<file path="config.mk">
export PLATFORM = sky130hd
export DESIGN_NAME = drf_sched
export DESIGN_NICKNAME = d
export VERILOG_FILES = /design/src/logic/drf_hist_mem.v /design/src/logic/drf_sched.v
export VERILOG_INCLUDE_DIRS = /design/src /design/src/logic
export SDC_FILE = /design/constraint.sdc
export NUM_CORES = 1
export LEC_CHECK = 0
export BUFFER_PORTS_ARGS = -buffer_cell sky130_fd_sc_hd__buf_2
export CORE_MARGIN = 5
export CORE_UTILIZATION = 45
export CTS_BUF_LIST = sky130_fd_sc_hd__clkbuf_16
export DETAILED_ROUTE_END_ITERATION = 10
export HOLD_SLACK_MARGIN = 0.08
export PLACE_DENSITY = 0.67
export SKIP_LAST_GASP = 1
export SLEW_MARGIN = 10
export SYNTH_ARGS = -nofsm -noshare
export SYNTH_HDL_FRONTEND = slang
export SYNTH_SLANG_ARGS = --single-unit
</file>
<file path="constraint.sdc">
create_clock -name i_sys_clk -period 5.9 [get_ports i_sys_clk]
set_clock_uncertainty 0.15 [all_clocks]
set_input_delay 1.475 -clock i_sys_clk [delete_from_list [all_inputs] [get_ports i_sys_clk]]
set_output_delay 1.475 -clock i_sys_clk [all_outputs]
set_load 0.005 [all_outputs]
</file>
<file path="src/logic/drf_map.vh">
// timing and encoding constants for the refresh scheduler
`ifndef DRF_MAP_VH
`define DRF_MAP_VH
`define DRF_CLK_MHZ 125
`define DRF_TREFI_NS 7800
`define DRF_TRFC_NS 260
`define DRF_TRP_NS 14
`define DRF_MODE_1X 2'h0
`define DRF_MODE_2X 2'h1
`define DRF_MODE_4X 2'h2
`define DRF_LIM_1X 7'h08
`define DRF_LIM_2X 7'h10
`define DRF_LIM_4X 7'h20
`define DRF_WIN_1X 8'h10
`define DRF_WIN_2X 8'h20
`define DRF_WIN_4X 8'h40
`define DRF_HIST_AW 6
`endif

</file>
<file path="src/logic/drf_hist_mem.v">
// memory of recent refresh issue timestamps for the burst window check
`timescale 1ns/10ps
`default_nettype none
module drf_hist_mem #(
  parameter AW = 6,
  parameter DW = 24
) (
  input wire i_sys_clk, // system clock
  input wire i_we, // write strobe
  input wire [AW-1:0] i_waddr, // write address
  input wire [DW-1:0] i_wdata, // write data
  input wire [AW-1:0] i_raddr, // read address
  output reg [DW-1:0] o_rdata // registered read data
);
  reg [DW-1:0] mem_r [0:(1<<AW)-1];
  always @(posedge i_sys_clk) begin
    if (i_we) begin
      mem_r[i_waddr] <= i_wdata;
    end
    o_rdata <= mem_r[i_raddr];
  end
endmodule
`default_nettype wire

</file>
<file path="src/logic/drf_sched.v">
// refresh scheduler that drives refresh commands onto the command pins
`timescale 1ns/10ps
`default_nettype none
`include "drf_map.vh"
// Contract
// - refresh is cs, ras, cas low with we and act high at a clock edge.
// - issue one refresh per needed refresh, averaging one per refresh interval.
// - all banks precharged and idle for tRP before refresh.
// - only deselects until tRFC has elapsed after a refresh.
// - postponed refresh count never exceeds 8, 16 or 32 by mode.
// - gap between refreshes at most 9, 17 or 33 intervals by mode; the scheduler only raises o_urgent and waits for i_banks_idle.
// - up to 8, 16 or 32 refreshes may be pulled in, each crediting one.
// - pull-ins beyond the limit earn no credit.
// - at most 16, 32, 64 refreshes in 2, 4, 8 intervals by mode.
// - tRFC is a density dependent parameter.
module drf_sched #(
  parameter TREFI_NS = `DRF_TREFI_NS,
  parameter TRFC_NS = `DRF_TRFC_NS,
  parameter TRP_NS = `DRF_TRP_NS,
  parameter TREFI_CYC = (TREFI_NS * `DRF_CLK_MHZ) / 1000,
  parameter TRFC_CYC = (TRFC_NS * `DRF_CLK_MHZ + 999) / 1000,
  parameter TRP_CYC = (TRP_NS * `DRF_CLK_MHZ + 999) / 1000
) (
  input wire i_sys_clk, // system clock, 125 MHz
  input wire i_rst_b, // async reset, active low
  input wire [1:0] i_mode, // refresh mode 1x, 2x, 4x
  input wire i_banks_idle, // all banks precharged, from same-clock logic
  input wire i_pull_req, // request an early refresh while bus is free
  output wire o_cmd_own, // scheduler holds the command bus
  output reg o_cs_b, // chip select, active low
  output reg o_act_b, // activate, active low
  output reg o_ras_b, // ras/a16
  output reg o_cas_b, // cas/a15
  output reg o_we_b, // we/a14
  output reg o_addr_oe, // address bus enable, always low here
  output reg o_ref_pulse, // one cycle when refresh driven
  output wire o_blackout, // high during tRFC blackout
  output wire o_urgent, // debt at postpone limit
  output wire [6:0] o_debt // signed refresh debt
);
  localparam S_IDLE = 4'b0001;
  localparam S_WAIT = 4'b0010;
  localparam S_ISSUE = 4'b0100;
  localparam S_BLK = 4'b1000;
  localparam AW = `DRF_HIST_AW;
  reg [3:0] state_r;
  reg [3:0] state_nxt;
  reg [15:0] ivl_cnt_r; // interval timer
  reg [15:0] rfc_cnt_r; // blackout counter
  reg [7:0] trp_cnt_r; // idle time counter
  reg signed [6:0] debt_r;
  reg [23:0] now_r; // free running cycle stamp
  reg [AW-1:0] wptr_r;
  reg [7:0] in_win_r; // refreshes logged in window
  wire [23:0] old_stamp;
  wire ivl_tick;
  wire [15:0] ivl_len;
  wire [6:0] lim;
  wire [7:0] win_max;
  wire [23:0] win_len;
  wire do_ref;
  wire win_ok;
  reg win_chg_r; // history read is stale this cycle
  wire retire;
  wire [AW-1:0] hist_raddr;
  wire ref_due;
  wire pull_ok;
  wire trp_met;

  function [6:0] mode_lim;
    input [1:0] m;
    begin
      if (m == `DRF_MODE_2X) begin
        mode_lim = `DRF_LIM_2X;
      end else if (m == `DRF_MODE_4X) begin
        mode_lim = `DRF_LIM_4X;
      end else begin
        mode_lim = `DRF_LIM_1X;
      end
    end
  endfunction

  function [7:0] mode_win;
    input [1:0] m;
    begin
      if (m == `DRF_MODE_2X) begin
        mode_win = `DRF_WIN_2X;
      end else if (m == `DRF_MODE_4X) begin
        mode_win = `DRF_WIN_4X;
      end else begin
        mode_win = `DRF_WIN_1X;
      end
    end
  endfunction

  // interval shrinks by 2 or 4 in finer modes
  function [15:0] mode_ivl;
    input [1:0] m;
    begin
      if (m == `DRF_MODE_2X) begin
        mode_ivl = TREFI_CYC[16:1];
      end else if (m == `DRF_MODE_4X) begin
        mode_ivl = TREFI_CYC[17:2];
      end else begin
        mode_ivl = TREFI_CYC[15:0];
      end
    end
  endfunction

  assign ivl_len = mode_ivl(i_mode);
  assign lim = mode_lim(i_mode);
  assign win_max = mode_win(i_mode);
  // window always spans 2 x tREFI of 1x time
  assign win_len = {7'h00, TREFI_CYC[15:0], 1'b0};
  // >= so that a shorter interval after a mode change cannot strand the timer
  assign ivl_tick = (ivl_cnt_r >= ivl_len - 16'h0001);
  assign o_debt = debt_r;
  assign o_urgent = (debt_r >= $signed(lim));
  assign o_blackout = (state_r == S_BLK);
  assign o_cmd_own = (state_r != S_IDLE);
  // window has room while fewer than win_max stored stamps are inside it
  assign win_ok = (in_win_r < win_max);
  assign do_ref = (state_r == S_ISSUE);

  // registered history read lags a pointer move by one cycle; skip retiring then
  assign retire = (in_win_r != 8'h00) && !win_chg_r && (now_r - old_stamp >= win_len);
  assign hist_raddr = wptr_r - in_win_r[AW-1:0];
  // at least one interval owed
  assign ref_due = (debt_r > 7'sh00);
  // pull-in allowed only while credit remains
  assign pull_ok = i_pull_req && (debt_r > -$signed(lim));
  // banks idle long enough for the precharge time
  assign trp_met = i_banks_idle && (trp_cnt_r >= TRP_CYC[7:0]);

  // ring of issue stamps; the oldest one still in the window is read back
  drf_hist_mem #(
    .AW(AW),
    .DW(24)
  ) u_hist (
    .i_sys_clk(i_sys_clk),
    .i_we(do_ref),
    .i_waddr(wptr_r),
    .i_wdata(now_r),
    .i_raddr(hist_raddr),
    .o_rdata(old_stamp)
  );

  always @* begin
    state_nxt = state_r;
    case (state_r)
      S_IDLE: begin
        // owe refresh, or pull in while credit remains
        if (ref_due || pull_ok) begin
          state_nxt = S_WAIT;
        end
      end
      S_WAIT: begin
        if (trp_met && win_ok) begin
          state_nxt = S_ISSUE;
        end
      end
      S_ISSUE: begin
        // refresh shows on the pins during the first blackout cycle
        state_nxt = S_BLK;
      end
      S_BLK: begin
        if (rfc_cnt_r == TRFC_CYC[15:0] - 16'h0001) begin
          state_nxt = S_IDLE; // banks idle again
        end
      end
      default: begin
        state_nxt = S_IDLE;
      end
    endcase
  end

  // state register
  always @(posedge i_sys_clk or negedge i_rst_b) begin
    if (!i_rst_b) begin
      state_r <= S_IDLE;
    end else begin
      state_r <= state_nxt;
    end
  end

  // free running stamp for the burst window
  always @(posedge i_sys_clk or negedge i_rst_b) begin
    if (!i_rst_b) begin
      now_r <= 24'h000000;
    end else begin
      now_r <= now_r + 24'h000001;
    end
  end

  // interval timer, one tick per refresh interval of the mode
  always @(posedge i_sys_clk or negedge i_rst_b) begin
    if (!i_rst_b) begin
      ivl_cnt_r <= 16'h0000;
    end else if (ivl_tick) begin
      ivl_cnt_r <= 16'h0000;
    end else begin
      ivl_cnt_r <= ivl_cnt_r + 16'h0001;
    end
  end

  // time the banks have been idle, saturating
  always @(posedge i_sys_clk or negedge i_rst_b) begin
    if (!i_rst_b) begin
      trp_cnt_r <= 8'h00;
    end else if (!i_banks_idle) begin
      trp_cnt_r <= 8'h00;
    end else if (trp_cnt_r != 8'hFF) begin
      trp_cnt_r <= trp_cnt_r + 8'h01;
    end
  end

  // blackout length counter
  always @(posedge i_sys_clk or negedge i_rst_b) begin
    if (!i_rst_b) begin
      rfc_cnt_r <= 16'h0000;
    end else if (state_r == S_BLK) begin
      rfc_cnt_r <= rfc_cnt_r + 16'h0001;
    end else begin
      rfc_cnt_r <= 16'h0000;
    end
  end

  // debt saturates at both limits; a tick and a refresh in one cycle cancel
  always @(posedge i_sys_clk or negedge i_rst_b) begin
    if (!i_rst_b) begin
      debt_r <= 7'sh00;
    end else if (ivl_tick && !do_ref) begin
      if (debt_r < $signed(lim)) begin
        debt_r <= debt_r + 7'sh01;
      end
    end else if (do_ref && !ivl_tick) begin
      // surplus pull-ins earn no credit
      if (debt_r > -$signed(lim)) begin
        debt_r <= debt_r - 7'sh01;
      end
    end
  end

  // history write pointer
  always @(posedge i_sys_clk or negedge i_rst_b) begin
    if (!i_rst_b) begin
      wptr_r <= {AW{1'b0}};
    end else if (do_ref) begin
      wptr_r <= wptr_r + {{(AW-1){1'b0}}, 1'b1};
    end
  end

  // window count: log one stamp per refresh, retire the oldest once aged out
  always @(posedge i_sys_clk or negedge i_rst_b) begin
    if (!i_rst_b) begin
      in_win_r <= 8'h00;
    end else if (do_ref && !retire) begin
      in_win_r <= in_win_r + 8'h01;
    end else if (!do_ref && retire) begin
      in_win_r <= in_win_r - 8'h01;
    end
  end

  // marks the cycle in which the history read still shows the old slot
  always @(posedge i_sys_clk or negedge i_rst_b) begin
    if (!i_rst_b) begin
      win_chg_r <= 1'b0;
    end else begin
      win_chg_r <= do_ref || retire;
    end
  end

  // refresh strobe for the user side
  always @(posedge i_sys_clk or negedge i_rst_b) begin
    if (!i_rst_b) begin
      o_ref_pulse <= 1'b0;
    end else begin
      o_ref_pulse <= do_ref;
    end
  end

  // command pins: refresh encoding for one cycle, deselect otherwise
  always @(posedge i_sys_clk or negedge i_rst_b) begin
    if (!i_rst_b) begin
      o_cs_b <= 1'b1;
      o_act_b <= 1'b1;
      o_ras_b <= 1'b1;
      o_cas_b <= 1'b1;
      o_we_b <= 1'b1;
      o_addr_oe <= 1'b0;
    end else begin
      o_cs_b <= !do_ref;
      o_ras_b <= !do_ref;
      o_cas_b <= !do_ref;
      o_we_b <= 1'b1;
      o_act_b <= 1'b1;
      o_addr_oe <= 1'b0; // address left to the device counter
    end
  end
endmodule
`default_nettype wire

</file>
==> results.md <==
| Stage | Item | Value |
|:---|:---|:---|
| critical path | CP Launch Type | flop |
| synth | Number of register bits inferred by synthesis | 1652 |
| synth | Post-synth top flop | sky130_fd_sc_hd__edfxtp_1 |
| drt | First-pass detailed-route iteration total | 5 |
| drt | Average detailed-routed wire length per instance | 28.3 um |
| power and ir drop | Leakage | 21.2 nW |
| hold path | Classification of the worst-slack hold path | reg2reg |
| placed design | Final HPWL from detailed placement | 78.7 mm |
| sta | Setup total negative slack | 0 ps |
| power and ir drop | Post-layout total power | 34.3 mW |
| drt | Vias per cell | 5.90 |
| floorplanning | Die ar. | 153000 um2 |
| drt | Number of design rule violations left after detail routing | 0 |
| synth | Post-synthesis cell type count | 73 |
| floorplanning | Rows | 139 |
| global route | GRT Util Overall | 19.5% |
| finish | Share of layout cells above drive strength 1 | 27.9% |
| clock tree | Post-CTS Hold Fix Bufs | 0 |
| synth | Post-Synthesis Cell Area | 65400 um2 |
| placed design | Placed cell area | 68500 um2 |
| drt | Detailed Route WL | 148 mm |
| clock tree | Cts bufs inserted | 162 |
| sta | Part of the cycle the worst path needs | 90.9% |
| sta | Headroom to the max-slew limit | 23.0% |
| critical path | Max stage delay on crit path | 400 ps |
| critical path | Setup slack on the worst flop-to-flop path | 540 ps |
| sta | Total setup violations reported at the end of the flow | 0 |
| sta | Worst-case hold slack | 298 ps |
| floorplanning | Initial cell density of the core | 45.4% |
| clock tree | Cells resized by post-CTS repair | 0 |
| floorplanning | Std-Cell Core Area | 144000 um2 |
| clock tree | Clk_lat worst skew | 800 ps |
| power and ir drop | Power density over the cells | 466 nW/um2 |
| placed design | Number of buffers inserted by port buffering | 19 |
| finish | Commonest cells after routing, fill and taps aside | 1536 x sky130_fd_sc_hd__edfxtp_1, 480 x sky130_fd_sc_hd__mux4_2, 166 x sky130_fd_sc_hd__clkbuf_16 |
| sta | Unrepaired setup endpoints after global routing | false |
| global route | Global-route wire length before repair | 216 mm |
| global route | Pin count of the biggest net entering global routing | 76 |
| synth | Average cell area after synthesis | 21.5 um2 |
| run status | Run status | complete, no violations |
| placed design | Routability cong. | 0.830 |
| finish | Leading cell type in the layout, fill and taps excluded | sky130_fd_sc_hd__edfxtp_1 |
| critical path | Critical path class | reg2reg |
| clock tree | CTS tree | done |
| synth | Number of enable flip-flop cells after synthesis | 1536 |
| sta | Achievable frequency | 186 MHz |
| floorplanning | Die height | 391 um |
| sta | Slew at the pin closest to its max-slew limit | 1150 ps |
| synth | Number of cells produced by synthesis | 3044 |
| sta | Min cycle time layout | 5360 ps |
| clock tree | Post CTS Setup Buffer Count | 0 |
| synth | Yosys synthesis warning count | 0 |
| floorplanning | I/O pin count | 23 |
| flow run | Number of max-capacitance violations reported | 0 |
| critical path | Worst path required time | 6420 ps |
| synth | Share of flip-flops with an asynchronous set or reset after synthesis | 5.57% |
| global route | Initial antenna violation count | 5 |
| finish | Number of nets in the final layout | 3247 |
| power and ir drop | NetSw | 11.1 mW |
| finish | # fillers | 11108 |
| clock tree | Worst-path clk slew | 60 ps |
| clock tree | CTS H-Tree Depth | 4 |
| sta | Final hold violation count | 0 |
| critical path | Cell class contributing the biggest share of worst-path delay | compound AO/OA/AOI/OAI gates |
| power and ir drop | Part of the power in registers | 37.6% |
| clock tree | Root Buffer | sky130_fd_sc_hd__clkbuf_16 |
| finish | Area delta synth->final | 12.8% |
| finish | Post-layout util | 51.2% |
| power and ir drop | Fraction of power spent switching nets | 32.5% |
| critical path | Crit path capture type | flop |
| critical path | Largest driver fanout on the critical path | 8 |
| drt | Violation count after the first detailed-routing iteration | 3463 |
| drt | Count of vias placed by the detailed router | 30738 |
| global route | Vias in the first global route | 31204 |
| power and ir drop | Total internal power | 23.2 mW |
| clock tree | CTS Buffer Depth | 3 |
| critical path | Critical path arrival | 5880 ps |
| drt | Antenna Nets Post-Route | 0 |
| synth | Sequential cell area fraction in the yosys report | 74.8% |
| critical path | Critical path buffer and inverter count | 3 |
| floorplanning | Die outline width | 391 um |
| power and ir drop | Largest vdd supply drop | 0.589 mV |
| global route | Total overflow reported by the global router | 0 |
| finish | Final non-filler cell area | 73700 um2 |
| critical path | Critical-path cell with the highest stage delay | sky130_fd_sc_hd__dfrtp_2 |
| power and ir drop | Fraction of power consumed by combinational cells | 33.2% |
| sta | Number of max-slew violations in the final report | 0 |
| clock tree | Clock Sinks | 1652 |
| power and ir drop | Clock power frac | 29.2% |
[power groups by stage]
stage / clock network (mW) / registers (mW) / logic [mW]
CTS: 10.2 / 12.9 / 11.6
floorplan: 0 / 13.1 / 8.05
detailed placement: 0 / 13.2 / 11.5
global route: 10.7 / 12.9 / 12.1
global placement: 0 / 13.2 / 11.5
finish: 10.0 / 12.9 / 11.4
[layout make-up]
cell class / count / area [um2] / share of cell area, %
clock inverters: 133 / 1060 / 1.44
multi-input cells: 1196 / 16100 / 21.8
flip-flops and latches: 1652 / 48900 / 66.4
well taps: 1903 / 2380 / 3.23
inverters: 62 / 233 / 0.316
diodes: 1 / 2.50 / 0.00339
clock buffers: 166 / 4150 / 5.63
repair buffers: 97 / 871 / 1.18
[metal layers]
metal | GRT usage (%) | share of wire, % | vias up
met1 | 26.8 | 40 | 16436
met3 | 4.01 | 7.3 | 236
li1 | - | - | 12882
met5 | 0 | 0.020 | -
met4 | 5.86 | 2.9 | 4
met2 | 32.1 | 49 | 1180
[kinds of logic (layout without fill, tap and decap cells)]
group           count (synthesis)  in the layout  share of synthesized area (%)
mux                           518            518                           17.1
other cells                     2             10                         0.0115
flops                        1652           1652                           74.8
xor+xnor                       77             77                           1.03
fa+ha+maj                      70             70                           1.39
simple gates                  334            334                           2.47
buf+inv                       203            458                           1.32
compound gates                188            188                           1.86
[cell usage after synthesis (5+ instances only)]
library cell / n / area share, %
sky130_fd_sc_hd__nand3_1: 29 / 0.22
sky130_fd_sc_hd__dfrtp_1: 90 / 3.4
sky130_fd_sc_hd__nor2b_1: 30 / 0.29
sky130_fd_sc_hd__xor2_1: 31 / 0.42
sky130_fd_sc_hd__dfxtp_1: 24 / 0.73
sky130_fd_sc_hd__a31oi_1: 5 / 0.048
sky130_fd_sc_hd__o21ai_0: 32 / 0.24
sky130_fd_sc_hd__ha_1: 66 / 1.3
sky130_fd_sc_hd__mux2_2: 7 / 0.12
sky130_fd_sc_hd__nor4_1: 10 / 0.096
sky130_fd_sc_hd__o21a_1: 6 / 0.069
sky130_fd_sc_hd__edfxtp_1: 1536 / 71
sky130_fd_sc_hd__o21bai_1: 7 / 0.080
sky130_fd_sc_hd__clkbuf_1: 71 / 0.41
sky130_fd_sc_hd__nor2_1: 122 / 0.70
sky130_fd_sc_hd__nand3b_1: 5 / 0.057
sky130_fd_sc_hd__a21oi_1: 64 / 0.49
sky130_fd_sc_hd__or3_1: 6 / 0.057
sky130_fd_sc_hd__inv_1: 61 / 0.35
sky130_fd_sc_hd__nand4_1: 11 / 0.11
sky130_fd_sc_hd__xnor2_1: 46 / 0.62
sky130_fd_sc_hd__buf_1: 10 / 0.057
sky130_fd_sc_hd__buf_2: 51 / 0.39
sky130_fd_sc_hd__a211oi_1: 29 / 0.33
sky130_fd_sc_hd__and3_1: 16 / 0.15
sky130_fd_sc_hd__nand2_1: 67 / 0.38
sky130_fd_sc_hd__nand2b_1: 8 / 0.077
sky130_fd_sc_hd__a21o_1: 8 / 0.092
sky130_fd_sc_hd__buf_4: 8 / 0.092
sky130_fd_sc_hd__mux2i_1: 31 / 0.47
sky130_fd_sc_hd__mux4_2: 480 / 17
sky130_fd_sc_hd__nor3_1: 9 / 0.069
[final timing paths]
kind | end | cells after the start | start
setup / recovery | in_win_r[7] | 25 | now_r[0]
setup reg to reg | in_win_r[7] | 25 | now_r[0]
hold reg to reg | now_r[0] | 1 | now_r[0]
max in group asynchronous | now_r[14] | 2 | i_rst_b
hold / removal | now_r[0] | 1 | now_r[0]
min in group asynchronous | ivl_cnt_r[3] | 1 | i_rst_b
[registers in the layout, summed over array words and instances, names as in the netlist]
name / flops
rfc_cnt_r: 16
o_cas_b: 1
win_chg_r: 1
o_ref_pulse: 1
now_r: 24
wptr_r: 6
in_win_r: 8
ivl_cnt_r: 16
state_r: 4
u_hist.mem_r: 1536
u_hist.o_rdata: 24
o_debt: 7
trp_cnt_r: 8
[through the flow]
stage | cells | setup slack (ps)
global route | 5209 | 54.2
floorplan | 3051 | 548
CTS | 5209 | 532
detailed placement | 4910 | 553
global placement | 4910 | 581
finish | 5210 | 537
Power figures use the tool's default switching activity.
